===== config.mk =====
export PLATFORM = sky130hd
export DESIGN_NAME = ncs_top
export DESIGN_NICKNAME = d
export VERILOG_FILES = /design/src/verilog/ncs_pkg.sv /design/src/verilog/ncs_phase_acc.sv /design/src/verilog/ncs_top.sv
export SDC_FILE = /design/constraint.sdc
export NUM_CORES = 1
export LEC_CHECK = 0
export ABC_AREA = 1
export BUFFER_PORTS_ARGS = -buffer_cell sky130_fd_sc_hd__buf_2
export CAP_MARGIN = 20
export CORE_ASPECT_RATIO = 0.8
export CORE_UTILIZATION = 51
export DETAILED_ROUTE_END_ITERATION = 8
export PLACE_DENSITY = 0.71
export SYNTH_ARGS = -nofsm -noshare
export SYNTH_HDL_FRONTEND = slang
export SYNTH_SLANG_ARGS = --single-unit

===== constraint.sdc =====
create_clock -name sys_clk_in -period 7.85 [get_ports sys_clk_in]
set_input_delay 0.3925 -clock sys_clk_in [delete_from_list [all_inputs] [get_ports sys_clk_in]]
set_output_delay 0.3925 -clock sys_clk_in [all_outputs]
set_load 0.02 [all_outputs]

===== src/verilog/ncs_pkg.sv =====
// package for the oscillator phase sync and reference divisor block
package ncs_pkg;
  localparam int unsigned ADDR_W = 12;
  // printed offsets are register indices; byte address is four times the index
  localparam logic [11:0] IDX_PRESET_SEL = 12'h215;
  localparam logic [11:0] IDX_REF_DIV = 12'h217;
  localparam logic [11:0] IDX_SYNC_CTRL = 12'h219;
  localparam logic [11:0] IDX_SYNC_STAT = 12'h21A;
  localparam logic [11:0] IDX_FREQ_A0 = 12'h220;
  localparam logic [11:0] IDX_PHASE_A0 = 12'h224;
  localparam logic [11:0] ADDR_PRESET_SEL = 12'h854;
  localparam logic [11:0] ADDR_REF_DIV = 12'h85C;
  localparam logic [11:0] ADDR_SYNC_CTRL = 12'h864;
  localparam logic [11:0] ADDR_SYNC_STAT = 12'h868;
  localparam logic [11:0] ADDR_FREQ_A0 = 12'h880;
  localparam logic [11:0] ADDR_PHASE_A0 = 12'h890;
  // field positions and reset values
  localparam int unsigned BIT_INIT_ON_SYNC = 1;
  localparam int unsigned BIT_NEXT_SYSREF_ARM = 0;
  localparam logic [1:0] RST_PRESET_SEL = 2'h0;
  localparam logic [15:0] RST_REF_DIV = 16'h0000;
  localparam logic [7:0] RST_SYNC_CTRL = 8'h02;
  localparam logic [31:0] RST_FREQ_A0 = 32'hC0000000;
  localparam logic [15:0] RST_PHASE_A0 = 16'h0000;
  localparam logic [1:0] RESP_OKAY = 2'h0;
  localparam logic [1:0] RESP_SLVERR = 2'h2;

  // bus master to slave
  typedef struct packed {
    logic [ADDR_W-1:0] awaddr;
    logic awvalid;
    logic [31:0] wdata;
    logic [3:0] wstrb;
    logic wvalid;
    logic bready;
    logic [ADDR_W-1:0] araddr;
    logic arvalid;
    logic rready;
  } ncs_axi_req_t;

  // bus slave to master
  typedef struct packed {
    logic awready;
    logic wready;
    logic [1:0] bresp;
    logic bvalid;
    logic arready;
    logic [31:0] rdata;
    logic [1:0] rresp;
    logic rvalid;
  } ncs_axi_rsp_t;

  // all state of the top module
  typedef struct packed {
    logic aw_got;
    logic [ADDR_W-1:0] aw_addr;
    logic w_got;
    logic [31:0] w_data;
    logic [3:0] w_strb;
    logic bvalid;
    logic [1:0] bresp;
    logic rvalid;
    logic [31:0] rdata;
    logic [1:0] rresp;
    logic [1:0] preset_sel;
    logic [15:0] ref_div;
    logic [7:0] sync_ctrl;
    logic [31:0] freq_a0;
    logic [15:0] phase_a0;
    logic sync_n_prev;
    logic sysref_prev;
    logic sync_pending;
    logic sysref_armed;
  } ncs_top_state_t;

  // all state of the accumulator
  typedef struct packed {
    logic [31:0] acc;
    logic [15:0] div_cnt;
    logic [31:0] phase;
  } ncs_acc_state_t;
endpackage : ncs_pkg


===== src/verilog/ncs_phase_acc.sv =====
// phase accumulator with reference divisor restart and phase offset
`timescale 1ns/10ps
`default_nettype none
module ncs_phase_acc
  import ncs_pkg::*;
(
  // clock and reset
  input wire logic sys_clk_in,
  input wire logic rst_n_in,
  // configuration
  input wire logic [31:0] freq_word_in,
  input wire logic [15:0] phase_offset_in,
  input wire logic [15:0] ref_div_in,
  input wire logic phase_init_in,
  // phase
  output logic [31:0] phase_out
);
  ncs_acc_state_t s_q, s_d;

  // next state of accumulator and output phase
  always_comb begin
    s_d = s_q;
    s_d.acc = s_q.acc + freq_word_in;
    s_d.div_cnt = s_q.div_cnt + 16'h0001;
    // restart every divisor period so the rounding error never builds up
    if (ref_div_in != 16'h0000 && s_q.div_cnt >= ref_div_in - 16'h0001) begin
      s_d.acc = 32'h00000000;
      s_d.div_cnt = 16'h0000;
    end
    if (ref_div_in == 16'h0000) begin
      s_d.div_cnt = 16'h0000;
    end
    if (phase_init_in) begin
      s_d.acc = 32'h00000000;
      s_d.div_cnt = 16'h0000;
    end
    s_d.phase = s_d.acc + {phase_offset_in, 16'h0000};
  end

  // state register
  always_ff @(posedge sys_clk_in or negedge rst_n_in) begin
    if (!rst_n_in) begin
      s_q <= '0;
    end else begin
      s_q <= s_d;
    end
  end

  assign phase_out = s_q.phase;
endmodule : ncs_phase_acc
`default_nettype wire


===== src/verilog/ncs_top.sv =====
// register file, phase initialization control and oscillator of one channel
// Operation
// - divisor zero gives a plain 32-bit accumulating oscillator
// - one divisor value serves every configuration preset
// - with sync-request bit set, init phase at boundary after SYNC~ rises
// - in 64b/66b modes SYNC~ only initializes oscillator phase
// - writing arm bit zero then one arms for next SYSREF rising edge
// - after one SYSREF init, ignore SYSREF until re-armed
// - preset 0 frequency word is 32-bit RW, resets to C0000000
// - output frequency is word over two to the 32 times rate
// - 16-bit phase offset left-justified and added to accumulator
// - preset selector zero picks preset 0 words
`timescale 1ns/10ps
`default_nettype none
module ncs_top
  import ncs_pkg::*;
(
  // clock and reset
  input wire logic sys_clk_in,
  input wire logic rst_n_in,
  // register bus
  input wire ncs_axi_req_t axi_req_in,
  output ncs_axi_rsp_t axi_rsp_out,
  // link and reference timing
  input wire logic sync_n_in,
  input wire logic frame_boundary_in,
  input wire logic link_64b66b_in,
  input wire logic sysref_in,
  // oscillator
  output logic [31:0] phase_out,
  output logic phase_init_out
);
  ncs_top_state_t s_q, s_d;
  logic wr_fire;
  logic sync_rise;
  logic sysref_rise;
  logic arm_write;
  logic init_by_sync;
  logic init_by_sysref;
  logic [31:0] act_freq;
  logic [15:0] act_phase;
  logic [7:0] new_ctrl;
  logic [31:0] m_sel;
  logic [31:0] m_div;
  logic [31:0] m_ctrl;
  logic [31:0] m_phase;

  // merge write data into an old register value by byte strobes
  function automatic logic [31:0] ncs_merge(input logic [31:0] old_val,
                                            input logic [31:0] new_val,
                                            input logic [3:0] strb);
    logic [31:0] res;
    res = old_val;
    for (int i = 0; i < 4; i++) begin
      if (strb[i]) begin
        res[8*i +: 8] = new_val[8*i +: 8];
      end
    end
    return res;
  endfunction : ncs_merge

  // events seen on the bus, link and timing pins
  always_comb begin
    wr_fire = s_q.aw_got && s_q.w_got && !s_q.bvalid;
    sync_rise = sync_n_in && !s_q.sync_n_prev;
    sysref_rise = sysref_in && !s_q.sysref_prev;
    // merged words per register; a function result cannot be part-selected directly
    m_sel = ncs_merge({30'h00000000, s_q.preset_sel}, s_q.w_data, s_q.w_strb);
    m_div = ncs_merge({16'h0000, s_q.ref_div}, s_q.w_data, s_q.w_strb);
    m_ctrl = ncs_merge({24'h000000, s_q.sync_ctrl}, s_q.w_data, s_q.w_strb);
    m_phase = ncs_merge({16'h0000, s_q.phase_a0}, s_q.w_data, s_q.w_strb);
    new_ctrl = m_ctrl[7:0];
    // arming needs the bit seen at zero first, then a one written
    arm_write = wr_fire && s_q.aw_addr == ADDR_SYNC_CTRL
                && !s_q.sync_ctrl[BIT_NEXT_SYSREF_ARM] && new_ctrl[BIT_NEXT_SYSREF_ARM];
    // SYNC~ feeds nothing but this; link mode does not change its use
    init_by_sync = s_q.sync_pending && frame_boundary_in
                   && s_q.sync_ctrl[BIT_INIT_ON_SYNC];
    init_by_sysref = s_q.sysref_armed && sysref_rise;
  end

  // active preset; presets 1 to 3 live outside this block and read as zero
  always_comb begin
    if (s_q.preset_sel == 2'h0) begin
      act_freq = s_q.freq_a0;
      act_phase = s_q.phase_a0;
    end else begin
      act_freq = 32'h00000000;
      act_phase = 16'h0000;
    end
  end

  // next state: bus slave, registers and phase init flags
  always_comb begin
    s_d = s_q;
    s_d.sync_n_prev = sync_n_in;
    s_d.sysref_prev = sysref_in;
    // write address and data taken in either order
    if (axi_req_in.awvalid && !s_q.aw_got && !s_q.bvalid) begin
      s_d.aw_got = 1'b1;
      s_d.aw_addr = axi_req_in.awaddr;
    end
    if (axi_req_in.wvalid && !s_q.w_got && !s_q.bvalid) begin
      s_d.w_got = 1'b1;
      s_d.w_data = axi_req_in.wdata;
      s_d.w_strb = axi_req_in.wstrb;
    end
    if (wr_fire) begin
      s_d.aw_got = 1'b0;
      s_d.w_got = 1'b0;
      s_d.bvalid = 1'b1;
      s_d.bresp = RESP_OKAY;
      if (s_q.aw_addr == ADDR_PRESET_SEL) begin
        s_d.preset_sel = m_sel[1:0];
      end else if (s_q.aw_addr == ADDR_REF_DIV) begin
        s_d.ref_div = m_div[15:0];
      end else if (s_q.aw_addr == ADDR_SYNC_CTRL) begin
        s_d.sync_ctrl = new_ctrl;
      end else if (s_q.aw_addr == ADDR_FREQ_A0) begin
        s_d.freq_a0 = ncs_merge(s_q.freq_a0, s_q.w_data, s_q.w_strb);
      end else if (s_q.aw_addr == ADDR_PHASE_A0) begin
        s_d.phase_a0 = m_phase[15:0];
      end else if (s_q.aw_addr == ADDR_SYNC_STAT) begin
        s_d.bresp = RESP_OKAY; // read-only, write ignored
      end else begin
        s_d.bresp = RESP_SLVERR;
      end
    end
    if (s_q.bvalid && axi_req_in.bready) begin
      s_d.bvalid = 1'b0;
    end
    // read channel: one read at a time
    if (axi_req_in.arvalid && !s_q.rvalid) begin
      s_d.rvalid = 1'b1;
      s_d.rresp = RESP_OKAY;
      s_d.rdata = 32'h00000000;
      if (axi_req_in.araddr == ADDR_PRESET_SEL) begin
        s_d.rdata = {30'h00000000, s_q.preset_sel};
      end else if (axi_req_in.araddr == ADDR_REF_DIV) begin
        s_d.rdata = {16'h0000, s_q.ref_div};
      end else if (axi_req_in.araddr == ADDR_SYNC_CTRL) begin
        s_d.rdata = {24'h000000, s_q.sync_ctrl};
      end else if (axi_req_in.araddr == ADDR_SYNC_STAT) begin
        s_d.rdata = {30'h00000000, s_q.sync_pending, s_q.sysref_armed};
      end else if (axi_req_in.araddr == ADDR_FREQ_A0) begin
        s_d.rdata = s_q.freq_a0;
      end else if (axi_req_in.araddr == ADDR_PHASE_A0) begin
        s_d.rdata = {16'h0000, s_q.phase_a0};
      end else begin
        s_d.rresp = RESP_SLVERR;
      end
    end else if (s_q.rvalid && axi_req_in.rready) begin
      s_d.rvalid = 1'b0;
    end
    // sync request waits for the next boundary; clearing the bit drops it
    if (init_by_sync) begin
      s_d.sync_pending = 1'b0;
    end
    if (sync_rise) begin
      s_d.sync_pending = 1'b1;
    end
    if (!s_q.sync_ctrl[BIT_INIT_ON_SYNC]) begin
      s_d.sync_pending = 1'b0;
    end
    // one SYSREF edge consumes the arm; a re-arm in the same cycle wins
    if (init_by_sysref) begin
      s_d.sysref_armed = 1'b0;
    end
    if (arm_write) begin
      s_d.sysref_armed = 1'b1;
    end
  end

  // state register
  always_ff @(posedge sys_clk_in or negedge rst_n_in) begin
    if (!rst_n_in) begin
      s_q <= '0;
      s_q.preset_sel <= RST_PRESET_SEL;
      s_q.ref_div <= RST_REF_DIV;
      s_q.sync_ctrl <= RST_SYNC_CTRL;
      s_q.freq_a0 <= RST_FREQ_A0;
      s_q.phase_a0 <= RST_PHASE_A0;
      s_q.sync_n_prev <= 1'b1; // idle high so reset release is no edge
    end else begin
      s_q <= s_d;
    end
  end

  // oscillator core; divisor is shared by all presets
  ncs_phase_acc i_ncs_phase_acc (
    .sys_clk_in(sys_clk_in),
    .rst_n_in(rst_n_in),
    .freq_word_in(act_freq),
    .phase_offset_in(act_phase),
    .ref_div_in(s_q.ref_div),
    .phase_init_in(phase_init_out),
    .phase_out(phase_out)
  );

  // bus answers
  always_comb begin
    axi_rsp_out.awready = !s_q.aw_got && !s_q.bvalid;
    axi_rsp_out.wready = !s_q.w_got && !s_q.bvalid;
    axi_rsp_out.bvalid = s_q.bvalid;
    axi_rsp_out.bresp = s_q.bresp;
    axi_rsp_out.arready = !s_q.rvalid;
    axi_rsp_out.rvalid = s_q.rvalid;
    axi_rsp_out.rdata = s_q.rdata;
    axi_rsp_out.rresp = s_q.rresp;
  end

  assign phase_init_out = init_by_sync || init_by_sysref;
  // link mode only selects framing upstream; nothing here depends on it
  logic unused_mode;
  assign unused_mode = link_64b66b_in;
endmodule : ncs_top
`default_nettype wire


==> impl_summary.log, run 1 <==
INFO  metric vias_in_the_first_global_route = between 9000 and 10000
INFO  metric h_tree_levels = 1
INFO  metric finish.cell_count_without_fillers = about 2000
INFO  metric worst_setup_path_end_kind = register
INFO  metric worstSetupPathType = reg2reg
INFO  metric hold-worst-slack = 0.0403 ns
INFO  metric clock_tree.root_cell = clkbuf_16
INFO  metric critical-path-max-stage-delay = roughly 0.74 ns
INFO  metric dp_hpwl = between 20 and 25 mm
INFO  metric crit_fanout = 22
INFO  metric reg2reg_depth = 34
INFO  metric final_wtd_congestion = 0.912
INFO  metric synth_top_area_frac = 0.432
INFO  metric io_pins = about 150
INFO  metric compound_cell_area_share_of_the_yosys_netlist = 0.133
INFO  metric nNetsFinal = ~1800
INFO  metric ys.flop_type = dfrtp_1
INFO  metric fin_ws = 1.74 ns
INFO  metric synthSimpleGateAreaFrac = 0.206
INFO  metric hold_path_depth = 2
INFO  metric detail_route.wirelength = 31.8 mm
INFO  metric synth_seq_area_share = 0.441
INFO  metric hold_wc_path_type = in2reg
INFO  metric cts_num_sinks = 228
INFO  metric post-cts-setup-buffer-count = 0
INFO  metric r2r_slack = 1.74 ns
INFO  metric design.die.area = roughly 26000 um^2
INFO  metric fmaxAchievable = 0.164 GHz
INFO  metric share_of_power_burned_in_the_clock_network = 0.331
INFO  metric route.detailed.vias_per_inst = roughly 5.2
INFO  metric power.share.sequential = 0.438
INFO  metric worst_pin_slew = 0.990 ns
INFO  metric synth_area = 13000 um^2
INFO  metric result_of_the_run = complete, no violations
INFO  metric yosys_warnings = 0
INFO  metric power_frac_comb = 0.231
INFO  metric drv.max_cap_violation_count = 0
INFO  metric setup_skew_after_layout = just over 0.03 ns
INFO  metric die_w = about 180 um
INFO  metric synth_top_family_by_area = simple AND/OR/NAND/NOR gates
INFO  metric synth.area.top_cells = dfrtp_1, nand2_1, nor2_1
INFO  metric finalSetupViolCount = 0
INFO  metric design.core.area = 24600 um^2
INFO  metric grt.overflow.total = 0
INFO  metric synth_async_sr_flop_share = 1.00
INFO  metric cp_slowest_cell = a21boi_0
INFO  metric critPathLaunchType = register
INFO  metric synth-seq-cells = 228
INFO  metric timing.hold.worst_endpoint = axi_rsp_out[36]
INFO  metric clock_tree_from_tritoncts = done
INFO  metric req_time_crit_path = about 8 ns
INFO  metric maxSlewHeadroom = 0.338
INFO  metric synth-edff-count = 0
INFO  metric post_route_cells_drive_above_1_share = 0.152
INFO  metric grt_start_max_net_pins = 91
INFO  metric num_antenna_cells = 0
INFO  metric std_cell_rows = 51
INFO  metric detail_route.wl_per_cell = 15.9 um
INFO  metric synthesis.area_per_instance = 8.10 um^2
INFO  metric setup_total_negative_slack = 0 ns
INFO  metric biggest_area_consumer_among_synthesized_cells = dfrtp_1
INFO  metric drt-pass1-iter-count = 5
INFO  metric crit-reg2reg-launch = s_q[62]
INFO  metric clk_pin_slew_worst_paths = 0.06 ns
INFO  metric vdd_drop_max = around 0.27 mV
INFO  metric post_synth_fa_ha_maj_area_fraction = 0.0649
INFO  metric post-route-min-period = 6.11 ns
INFO  metric dp_cells = 1964
INFO  metric die_height = ~140 um
INFO  metric preCtsSetupSlack = roughly 1.9 ns
INFO  metric drc_errors = 0
INFO  metric final_antenna_net_count = 0
INFO  metric final_max_slew_viol_count = 0
INFO  metric worstHoldStart = axi_req_in[14]
INFO  metric port_buffers = 141
INFO  metric xor_xnor_portion_of_the_synthesized_cell_area = 0.0324
INFO  metric crit_top_cell = nand2_1
INFO  metric leak = between 7 and 8 nW
INFO  metric power.net_switching = 1.08 mW
INFO  metric synth_mux_area_frac = 0.00869
INFO  metric grt_setup_unrepaired = false
INFO  metric worstReg2RegEnd = i_ncs_phase_acc.phase_out[28]
INFO  metric internal_power_of_the_cells = 2.26 mW
INFO  metric insertion_delay_of_the_later_clocked_pin_in_the_worst_skew_pair = 0.55 ns
INFO  metric area_growth = 9.82%
INFO  metric post_synth_inst_count = 1601
INFO  metric grt_first_pass_wirelength = approximately 51 mm
INFO  metric initial_core_util = 0.526
INFO  metric timing.final.crit_share = 0.778
INFO  metric grt_antenna_before_repair = 0
INFO  metric power_switching_share = 0.324
INFO  metric critPathArrivalTime = 6.50 ns
INFO  metric route.vias.total = 10500
INFO  metric cts_buffers = 24
INFO  metric hold_viol_final = 0
INFO  metric grt_use_total = 0.249
INFO  metric detailedRoute.firstIterationViolations = around 730
INFO  metric power.density = 235 nW/um^2
INFO  metric yosys.cell_types.count = 49
INFO  metric clk_path_buf_depth = 3
[per-stage QoR]
stage	area, um^2	power (mW)	utilization
global route	14200	3.54	0.578
CTS	14200	3.37	0.578
detailed placement	13400	2.25	0.545
global placement	13400	2.23	0.545
floorplan	13000	2.06	-
finish	14200	3.34	0.578
[cells in the final DEF (no fill, tap or decap), drive strengths merged, types with 3 or more instances in the layout]
master / instances
nor3b: 4
o21bai: 8
a31oi: 4
dfstp: 4
xnor2: 26
clkbuf: 36
buf: 147
xor2: 22
clkinv: 6
nand3: 48
inv: 208
dfrtp: 224
o221ai: 6
nor2: 218
dlygate4sd3: 3
mux2: 10
a21o: 4
or2: 3
nor4: 4
nand2: 319
nor3: 26
a21oi: 109
o22ai: 14
ha: 64
nand4: 17
o21ai: 134
[cell families (layout without fill, tap and decap cells)]
group                    count (synthesis)  in the layout
flip-flops                             228            228
multiplexers                            10             10
AO/OA/AOI/OAI                          291            291
XOR/XNOR                                48             48
other                                    1              2
buffers and inverters                  313            400
adder cells (fa/ha/maj)                 66             66
AND/OR/NAND/NOR                        644            644
[critical path, delay by kind of cell, from the launching register on]
family                     cells  cell delay, ns
AOI/OAI and AO/OA              5            1.24
and+or+nand+nor               17            2.18
adders and majority gates      3            0.73
xor gates and xnor gates       2            0.30
DFF                            1            0.45
buffers and inverters          7            1.07
[per-layer routing]
metal  global-route usage  wire length, um
met3               0.0348             1980
met2                0.372            13100
met1                0.379            16100
met4               0.0607              682
met5                    0                0
[how the worst max path moves through the flow]
stage                     slack (ns)  cells after the start                            end  startpoint
after floorplan                 3.36                     32  i_ncs_phase_acc.phase_out[28]     s_q[60]
after global placement          2.15                     33  i_ncs_phase_acc.phase_out[28]     s_q[60]
after detailed placement        1.92                     34  i_ncs_phase_acc.phase_out[28]     s_q[62]
after CTS                       1.87                     34  i_ncs_phase_acc.phase_out[28]     s_q[62]
after global routing            1.22                     34  i_ncs_phase_acc.phase_out[28]     s_q[62]
final                           1.74                     34  i_ncs_phase_acc.phase_out[28]     s_q[62]
[power by group through the flow]
stage                     Sequential, mW  Clock (mW)  Combinational, mW
after floorplan                     1.46           0              0.605
after global placement              1.48           0              0.754
after detailed placement            1.48           0              0.773
after CTS                           1.46        1.13              0.781
after global routing                1.49        1.18              0.876
final                               1.46        1.11              0.774
[what timing repair did]
item	CTS	global route
hold buffers	3	0
endpoints found under the hold margin	90	0
gates resized for setup	0	0
[flip-flops by register name, indices dropped and copies added, names as in the netlist]
| name | count |
|---|---|
| s_q | 128 |
| i_ncs_phase_acc.phase_out | 16 |
| i_ncs_phase_acc.s_q | 48 |
| axi_rsp_out | 36 |
[synth_stat cells, types with 6 or more instances]
library cell,number
mux2_2,10
o21bai_1,8
xor2_1,22
o221ai_1,6
ha_1,64
clkbuf_1,21
nand4_1,16
xnor2_1,26
nand2_1,316
nand3_1,44
nor2_1,218
dfrtp_1,224
nor3_1,22
a21oi_1,109
o21ai_2,42
o22ai_1,14
buf_4,71
o21ai_0,91
inv_1,208
[area by class of cell]
type	count	area [um^2]
flip-flops and latches	228	5710
inverters	210	788
clock buffers	36	726
repair buffers	150	791
multi-input cells	1061	5780
fillers	2242	10400
well taps	318	398
clock inverters	4	45.0
Power figures use the tool's default switching activity.
==> run 2: changes to the inputs <==
--- a/config.mk
+++ b/config.mk
@@ -11,7 +11,7 @@
 export CORE_ASPECT_RATIO = 0.8
 export CORE_UTILIZATION = 51
 export DETAILED_ROUTE_END_ITERATION = 8
-export PLACE_DENSITY = 0.71
+export PLACE_DENSITY = 0.74
 export SYNTH_ARGS = -nofsm -noshare
 export SYNTH_HDL_FRONTEND = slang
 export SYNTH_SLANG_ARGS = --single-unit
==> constraint.sdc (replaced) <==
create_clock -name sys_clk_in -period 5 [get_ports sys_clk_in]
set_input_delay 0.25 -clock sys_clk_in [delete_from_list [all_inputs] [get_ports sys_clk_in]]
set_output_delay 0.25 -clock sys_clk_in [all_outputs]
set_load 0.02 [all_outputs]
==> run 2 against run 1 <==
Against the previous run:
- die area unchanged
- first-iteration DRC count up 29%
- cell count up 3.8%
- clock skew down 0.0078 ns
- utilization grew 3.4 points
- global-route usage is 1.0 points higher
- largest cell class unchanged
==> impl_summary.log, run 2 (synthesized netlist as in run 1, its figures left out) <==
INFO  metric result_of_the_run = complete, no violations
INFO  metric dp_hpwl = 24.7 mm (+1.9%)
INFO  metric crit-reg2reg-launch = s_q[60]
INFO  metric final_antenna_net_count = 0 (unchanged)
INFO  metric num_antenna_cells = 0 (unchanged)
INFO  metric timing.critical_path.from = s_q[60]
INFO  metric power.density = 364 nW/um^2 (+55%)
INFO  metric grt.overflow.total = 0 (unchanged)
INFO  metric mostFrequentLayoutCell = nand2_1
INFO  metric grt_first_pass_wirelength = 53.4 mm (+3.8%)
INFO  metric cts_num_sinks = 228 (unchanged)
INFO  metric clk_path_buf_depth = 3 (unchanged)
INFO  metric worstHoldStart = axi_req_in[28]
INFO  metric vdd_drop_max = 0.495 mV (+81%)
INFO  metric worstSetupPathType = reg2reg
INFO  metric nNetsFinal = 1883 (+3.9%)
INFO  metric worst_pin_slew = 1.08 ns (+0.0846 ns)
INFO  metric critPathArrivalTime = 5.04 ns (-1.46 ns)
INFO  metric cts_buffers = 25 (+4.2%)
INFO  metric r2r_slack = 0.38 ns (-1.36 ns)
INFO  metric detail_route.wirelength = 33.7 mm (+5.8%)
INFO  metric h_tree_levels = 1 (unchanged)
INFO  metric clock_tree_from_tritoncts = done
INFO  metric maxSlewHeadroom = 0.281 (-0.0566)
INFO  metric fillers = 2176 (-2.9%)
INFO  metric final_wtd_congestion = 0.926 (+1.6%)
INFO  metric fmaxAchievable = 0.217 GHz (+32%)
INFO  metric route.detailed.vias_per_inst = 5.26 (+0.19%)
INFO  metric hold_viol_final = 0 (unchanged)
INFO  metric clk_pin_slew_worst_paths = 0.06 ns (about the same)
INFO  metric multi_input_area = 5880 um^2 (+1.7%)
INFO  metric drv.max_cap_violation_count = 0 (unchanged)
INFO  metric leak = 7.91 nW (+5.0%)
INFO  metric initial_core_util = 0.526 (unchanged)
INFO  metric critical-path-max-stage-delay = 0.40 ns (-0.34 ns)
INFO  metric design.core.area = 24600 um^2 (unchanged)
INFO  metric io_pins = 145 (unchanged)
INFO  metric req_time_crit_path = 5.42 ns (-2.82 ns)
INFO  metric drc_errors = 0 (unchanged)
INFO  metric largest-register = s_q
INFO  metric commonest_cells_after_routing_fill_and_taps_aside = nand2_1, dfrtp_1, nor2_1
INFO  metric crit_top_cell = nand2_1
INFO  metric reg2reg_depth = 31 (-8.8%)
INFO  metric hold_wc_path_type = in2reg
INFO  metric fin_util = 0.612 (+0.0343)
INFO  metric die_w = 180 um (unchanged)
INFO  metric hold_path_depth = 3 (+1)
INFO  metric largest_reg_flops = 128 (unchanged)
INFO  metric area_growth = 16.3%
INFO  metric finalSetupViolCount = 0 (unchanged)
INFO  metric cp_slowest_cell = dfrtp_1
INFO  metric ff_latch_area = 5710 um^2 (about the same)
INFO  metric timing.final.crit_share = 0.924 (+0.145)
INFO  metric std_cell_rows = 51 (unchanged)
INFO  metric setup_skew_after_layout = 0.0225 ns (-0.00778 ns)
INFO  metric detailedRoute.firstIterationViolations = 944 (+29%)
INFO  metric worstReg2RegEnd = i_ncs_phase_acc.phase_out[31]
INFO  metric hold-worst-slack = 0.0760 ns (+0.0357 ns)
INFO  metric grt_use_total = 0.259 (+0.00999)
INFO  metric die_height = 145 um (unchanged)
INFO  metric vias_in_the_first_global_route = 10300 (+4.2%)
INFO  metric clock_tree.root_cell = clkbuf_16
INFO  metric critPathLaunchType = register
INFO  metric worst_setup_path_end_kind = register
INFO  metric design.die.area = 26100 um^2 (unchanged)
INFO  metric route.vias.total = 11000 (+4.0%)
INFO  metric port_buffers = 141 (unchanged)
INFO  metric drt-pass1-iter-count = 6 (+1)
INFO  metric grt_antenna_before_repair = 0 (unchanged)
INFO  metric post-route-min-period = 4.62 ns (-1.49 ns)
INFO  metric crit_fanout = 9 (-59%)
INFO  metric final_max_slew_viol_count = 0 (unchanged)
INFO  metric grt_start_max_net_pins = 144 (+58%)
INFO  metric timing.hold.worst_endpoint = s_q[128]
INFO  metric detail_route.wl_per_cell = 16.2 um (+2.0%)
INFO  metric post_route_cells_drive_above_1_share = 0.174 (+0.0218)
INFO  metric insertion_delay_of_the_later_clocked_pin_in_the_worst_skew_pair = 0.54 ns (about the same)
run 2: how the worst max path moves through the flow:
| stage | end | slack (ns) | depth (start not counted) |
|---|---|---|---|
| 5_1_grt | i_ncs_phase_acc.phase_out[28] | -0.09 | 32 |
| 3_5_place_dp | i_ncs_phase_acc.phase_out[28] | 0.0006 | 34 |
| 6_report | i_ncs_phase_acc.phase_out[31] | 0.38 | 31 |
| 3_3_place_gp | i_ncs_phase_acc.phase_out[28] | 0.15 | 34 |
| 4_1_cts | i_ncs_phase_acc.phase_out[29] | 0.02 | 30 |
| 2_1_floorplan | i_ncs_phase_acc.phase_out[28] | 0.51 | 32 |
run 2: layout make-up:
type	count	share of cell area
tap	318	0.0264
sequential	228	0.379
multi-input combinational	1061	0.390
inverter	210	0.0523
clock buffer	35	0.0466
timing repair buffer	220	0.0964
clock inverter	11	0.00979
run 2: worst max-delay path, delay by kind of cell, from the launching register on:
| family | cells | cell delay [ns] |
|---|---|---|
| buffers and inverters | 6 | 0.54 |
| DFF | 1 | 0.40 |
| xor gates and xnor gates | 1 | 0.15 |
| adders and majority gates | 3 | 0.80 |
| AOI/OAI and AO/OA | 6 | 0.97 |
| and+or+nand+nor | 15 | 1.63 |
run 2: metrics by stage:
stage / worst slack, ns / area (um^2) / total power [mW] / TNS, ns / std cells
final: 0.381 / 15100 / 5.49 / 0 / 2083
after global routing: -0.0859 / 15100 / 5.79 / -0.186 / 2083
after global placement: 0.152 / 13500 / 3.52 / 0 / 1977
after floorplan: 0.506 / 13000 / 3.23 / 0 / 1602
after CTS: 0.0163 / 14900 / 5.51 / 0 / 2076
after detailed placement: 0.000601 / 13500 / 3.56 / 0 / 1977
run 2: report_power, final:
group	total, mW	internal (mW)	switching [mW]
Combinational	1.28	0.432	0.850
Clock	1.91	1.14	0.771
Sequential	2.30	2.15	0.144
Total	5.49	3.73	1.77
run 2: repair_timing:
| item | in CTS | in global routing |
|---|---|---|
| pin swaps | 0 | 18 |
| hold buffers | 53 | 0 |
| endpoints found under the hold margin | 134 | 0 |
| cloned | 0 | 0 |
| setup endpoints to repair | 1 | 10 |
| setup buffers | 0 | 8 |
| resized for setup | 2 | 34 |
run 2: per-layer routing:
metal  GRT usage  wire (um)  vias up
met5           0          0        -
li1            -          -     5384
met3      0.0400       2230       42
met1       0.378      16000     5141
met2       0.407      14800      384
met4      0.0576        584        0
==> run 3: changes to the inputs <==
--- a/config.mk
+++ b/config.mk
@@ -11,6 +11,7 @@
 export CORE_ASPECT_RATIO = 0.8
 export CORE_UTILIZATION = 51
 export DETAILED_ROUTE_END_ITERATION = 8
+export GPL_TIMING_DRIVEN = 0
 export PLACE_DENSITY = 0.74
 export SYNTH_ARGS = -nofsm -noshare
 export SYNTH_HDL_FRONTEND = slang
==> run 3 against run 2 <==
Against the previous run:
- via count up 3.4%
- sequential share of layout area down 1.5 points
- global-route usage up 1.5 points
- non-clock buffer count grew 88
- register-to-register slack got worse by 0.09 ns
==> impl_summary.log, run 3 (synthesized netlist as in run 1, its figures left out) <==
INFO  metric worst_setup_path_end_kind = register
INFO  metric setup_total_negative_slack = 0 ns (unchanged)
INFO  metric preCtsSetupSlack = -0.878 ns (-0.878 ns)
INFO  metric h_tree_levels = 1 (unchanged)
INFO  metric result_of_the_run = complete, no violations
INFO  metric crit_fanout = 10 (+1)
INFO  metric nNetsFinal = 1971 (+4.7%)
INFO  metric fin_util = 0.638 (+0.0260)
INFO  metric crit-reg2reg-launch = s_q[62]
INFO  metric detail_route.wirelength = 35.5 mm (+5.5%)
INFO  metric post_route_cells_drive_above_1_share = 0.202 (+0.0284)
INFO  metric area_growth = 21.3%
INFO  metric leak = 8.32 nW (+5.2%)
INFO  metric detailedRoute.firstIterationViolations = 1009 (+6.9%)
INFO  metric vdd_drop_max = 0.363 mV (-27%)
INFO  metric drv.max_cap_violation_count = 0 (unchanged)
INFO  metric worst_pin_slew = 0.787 ns (-0.288 ns)
INFO  metric grt.overflow.total = 0 (unchanged)
INFO  metric final_max_slew_viol_count = 0 (unchanged)
INFO  metric design.die.area = 26100 um^2 (unchanged)
INFO  metric design.core.area = 24600 um^2 (unchanged)
INFO  metric die_w = 180 um (unchanged)
INFO  metric power_frac_comb = 0.249 (+0.016)
INFO  metric std_cell_rows = 51 (unchanged)
INFO  metric power_switching_share = 0.324 (+0.00224)
INFO  metric hold-worst-slack = 0.0112 ns (-0.0648 ns)
INFO  metric final_antenna_net_count = 0 (unchanged)
INFO  metric clock_tree_from_tritoncts = done
INFO  metric grt_first_pass_wirelength = 55.7 mm (+4.1%)
INFO  metric critical-path-max-stage-delay = 0.44 ns (+0.04 ns)
INFO  metric grt_start_max_net_pins = 109 (-24%)
INFO  metric finalSetupViolCount = 0 (unchanged)
INFO  metric clock_tree.root_cell = clkbuf_16
INFO  metric share_of_power_burned_in_the_clock_network = 0.344 (-0.004)
INFO  metric maxSlewHeadroom = 0.473 (+0.192)
INFO  metric route.detailed.vias_per_inst = 5.21 (-0.84%)
INFO  metric route.vias.total = 11300 (+3.4%)
INFO  metric setup_skew_after_layout = 0.0115 ns (-0.0109 ns)
INFO  metric largest-register = s_q
INFO  metric vias_in_the_first_global_route = 10600 (+2.4%)
INFO  metric cts_buffers = 25 (unchanged)
INFO  metric drc_errors = 0 (unchanged)
INFO  metric clk_path_buf_depth = 3 (unchanged)
INFO  metric commonest_cells_after_routing_fill_and_taps_aside = nand2_1, dfrtp_1, nor2_1
INFO  metric cpLargestDelayFamily = simple AND/OR/NAND/NOR gates
INFO  metric worstHoldStart = axi_req_in[28]
INFO  metric dp_cells = 2063 (+4.4%)
INFO  metric detailed_place.area = 14100 um^2 (+4.4%)
INFO  metric hold_wc_path_type = in2reg
INFO  metric critPathLaunchType = register
INFO  metric layout.cell_area.non_filler = 15700 um^2 (+4.2%)
INFO  metric insertion_delay_of_the_later_clocked_pin_in_the_worst_skew_pair = 0.54 ns (about the same)
INFO  metric cp_slowest_cell = dfrtp_2
INFO  metric io_pins = 145 (unchanged)
INFO  metric num_antenna_cells = 0 (unchanged)
INFO  metric power.net_switching = 1.83 mW (+3.7%)
INFO  metric final_wtd_congestion = 0.928 (+0.18%)
INFO  metric critPathArrivalTime = 5.12 ns (+0.08 ns)
INFO  metric dp_hpwl = 27.1 mm (+9.6%)
INFO  metric timing.critical_path.from = s_q[62]
INFO  metric critical_path.n_buffers_inverters = 5 (-1)
INFO  metric power.density = 360 nW/um^2 (-1.2%)
INFO  metric finish.cell_count_without_fillers = 2171 (+4.2%)
INFO  metric req_time_crit_path = 5.42 ns (about the same)
INFO  metric die_height = 145 um (unchanged)
INFO  metric post-route-min-period = 4.71 ns (+0.0881 ns)
INFO  metric largest_reg_flops = 128 (unchanged)
INFO  metric grt_antenna_before_repair = 0 (unchanged)
INFO  metric power.share.sequential = 0.407 (-0.012)
INFO  metric fin_ws = 0.293 ns (-0.0881 ns)
INFO  metric internal_power_of_the_cells = 3.83 mW (+2.7%)
INFO  metric detail_route.wl_per_cell = 16.4 um (+1.2%)
INFO  metric fin_total_pwr = 5.66 mW (+3.0%)
INFO  metric drt-pass1-iter-count = 7 (+1)
INFO  metric hold_viol_final = 0 (unchanged)
INFO  metric clk_pin_slew_worst_paths = 0.06 ns (about the same)
INFO  metric grt_use_total = 0.274 (+0.0154)
INFO  metric timing.final.crit_share = 0.941 (+0.0176)
INFO  metric mostFrequentLayoutCell = nand2_1
INFO  metric port_buffers = 141 (unchanged)
INFO  metric fmaxAchievable = 0.212 GHz (-1.9%)
INFO  metric cts_num_sinks = 228 (unchanged)
INFO  metric worstSetupPathType = reg2reg
INFO  metric initial_core_util = 0.526 (unchanged)
run 3: changes by cell type in the layout (fill, tap and decap cells not counted), moves of 4 or more:
| cell | before | now |
|---|---|---|
| clkbuf_1 | 6 | 23 |
| buf_4 | 25 | 83 |
| buf_6 | 0 | 5 |
| a21oi_1 | 107 | 103 |
| a21oi_2 | 2 | 6 |
run 3: worst paths after layout:
kind | cells past startpoint | end | slack [ns]
worst max-delay path | 31 | i_ncs_phase_acc.phase_out[28] | 0.29
worst min-delay path | 3 | s_q[128] | 0.01
worst max register to register | 31 | i_ncs_phase_acc.phase_out[28] | 0.29
worst min register to register | 2 | s_q[38] | 0.48
max in group asynchronous | 4 | i_ncs_phase_acc.s_q[62] | 3.56
min in group asynchronous | 2 | s_q[150] | 0.21
run 3: area by class of cell:
cell class	count	area, um^2
Sequential cell	228	5710
Buffer	102	694
Multi-Input combinational cell	1061	5880
Clock inverter	12	160
Clock buffer	34	709
Timing Repair Buffer	206	1370
Tap cell	318	398
Inverter	210	793
Fill cell	2106	8910
run 3: what timing repair did:
action / 4_1_cts / 5_1_grt
hold buffers: 52 / 0
pin swaps: 2 / 14
gates resized for setup: 21 / 20
setup endpoints to repair: 10 / 8
endpoints found under the hold margin: 108 / 0
buffers inserted: 2 / 9
gates cloned: 0 / 0
run 3: power groups by stage:
stage	Combinational, mW	Sequential (mW)	Clock (mW)
after global routing	1.56	2.33	2.05
final	1.41	2.30	1.95
after floorplan	0.950	2.28	0
after global placement	1.30	2.32	0
after CTS	1.39	2.30	1.97
after detailed placement	1.34	2.33	0
run 3: worst min-delay path: stages:
cell     delay [ns]
buf_2          0.10
nor2_1         0.05
a21oi_1        0.11
run 3: metal layers:
metal | global-route usage | up-vias | wire (um)
met5 | 0 | - | 0
met4 | 0.0576 | 0 | 632
li1 | - | 5574 | -
met1 | 0.408 | 5277 | 17100
met2 | 0.421 | 418 | 15300
met3 | 0.0443 | 49 | 2520
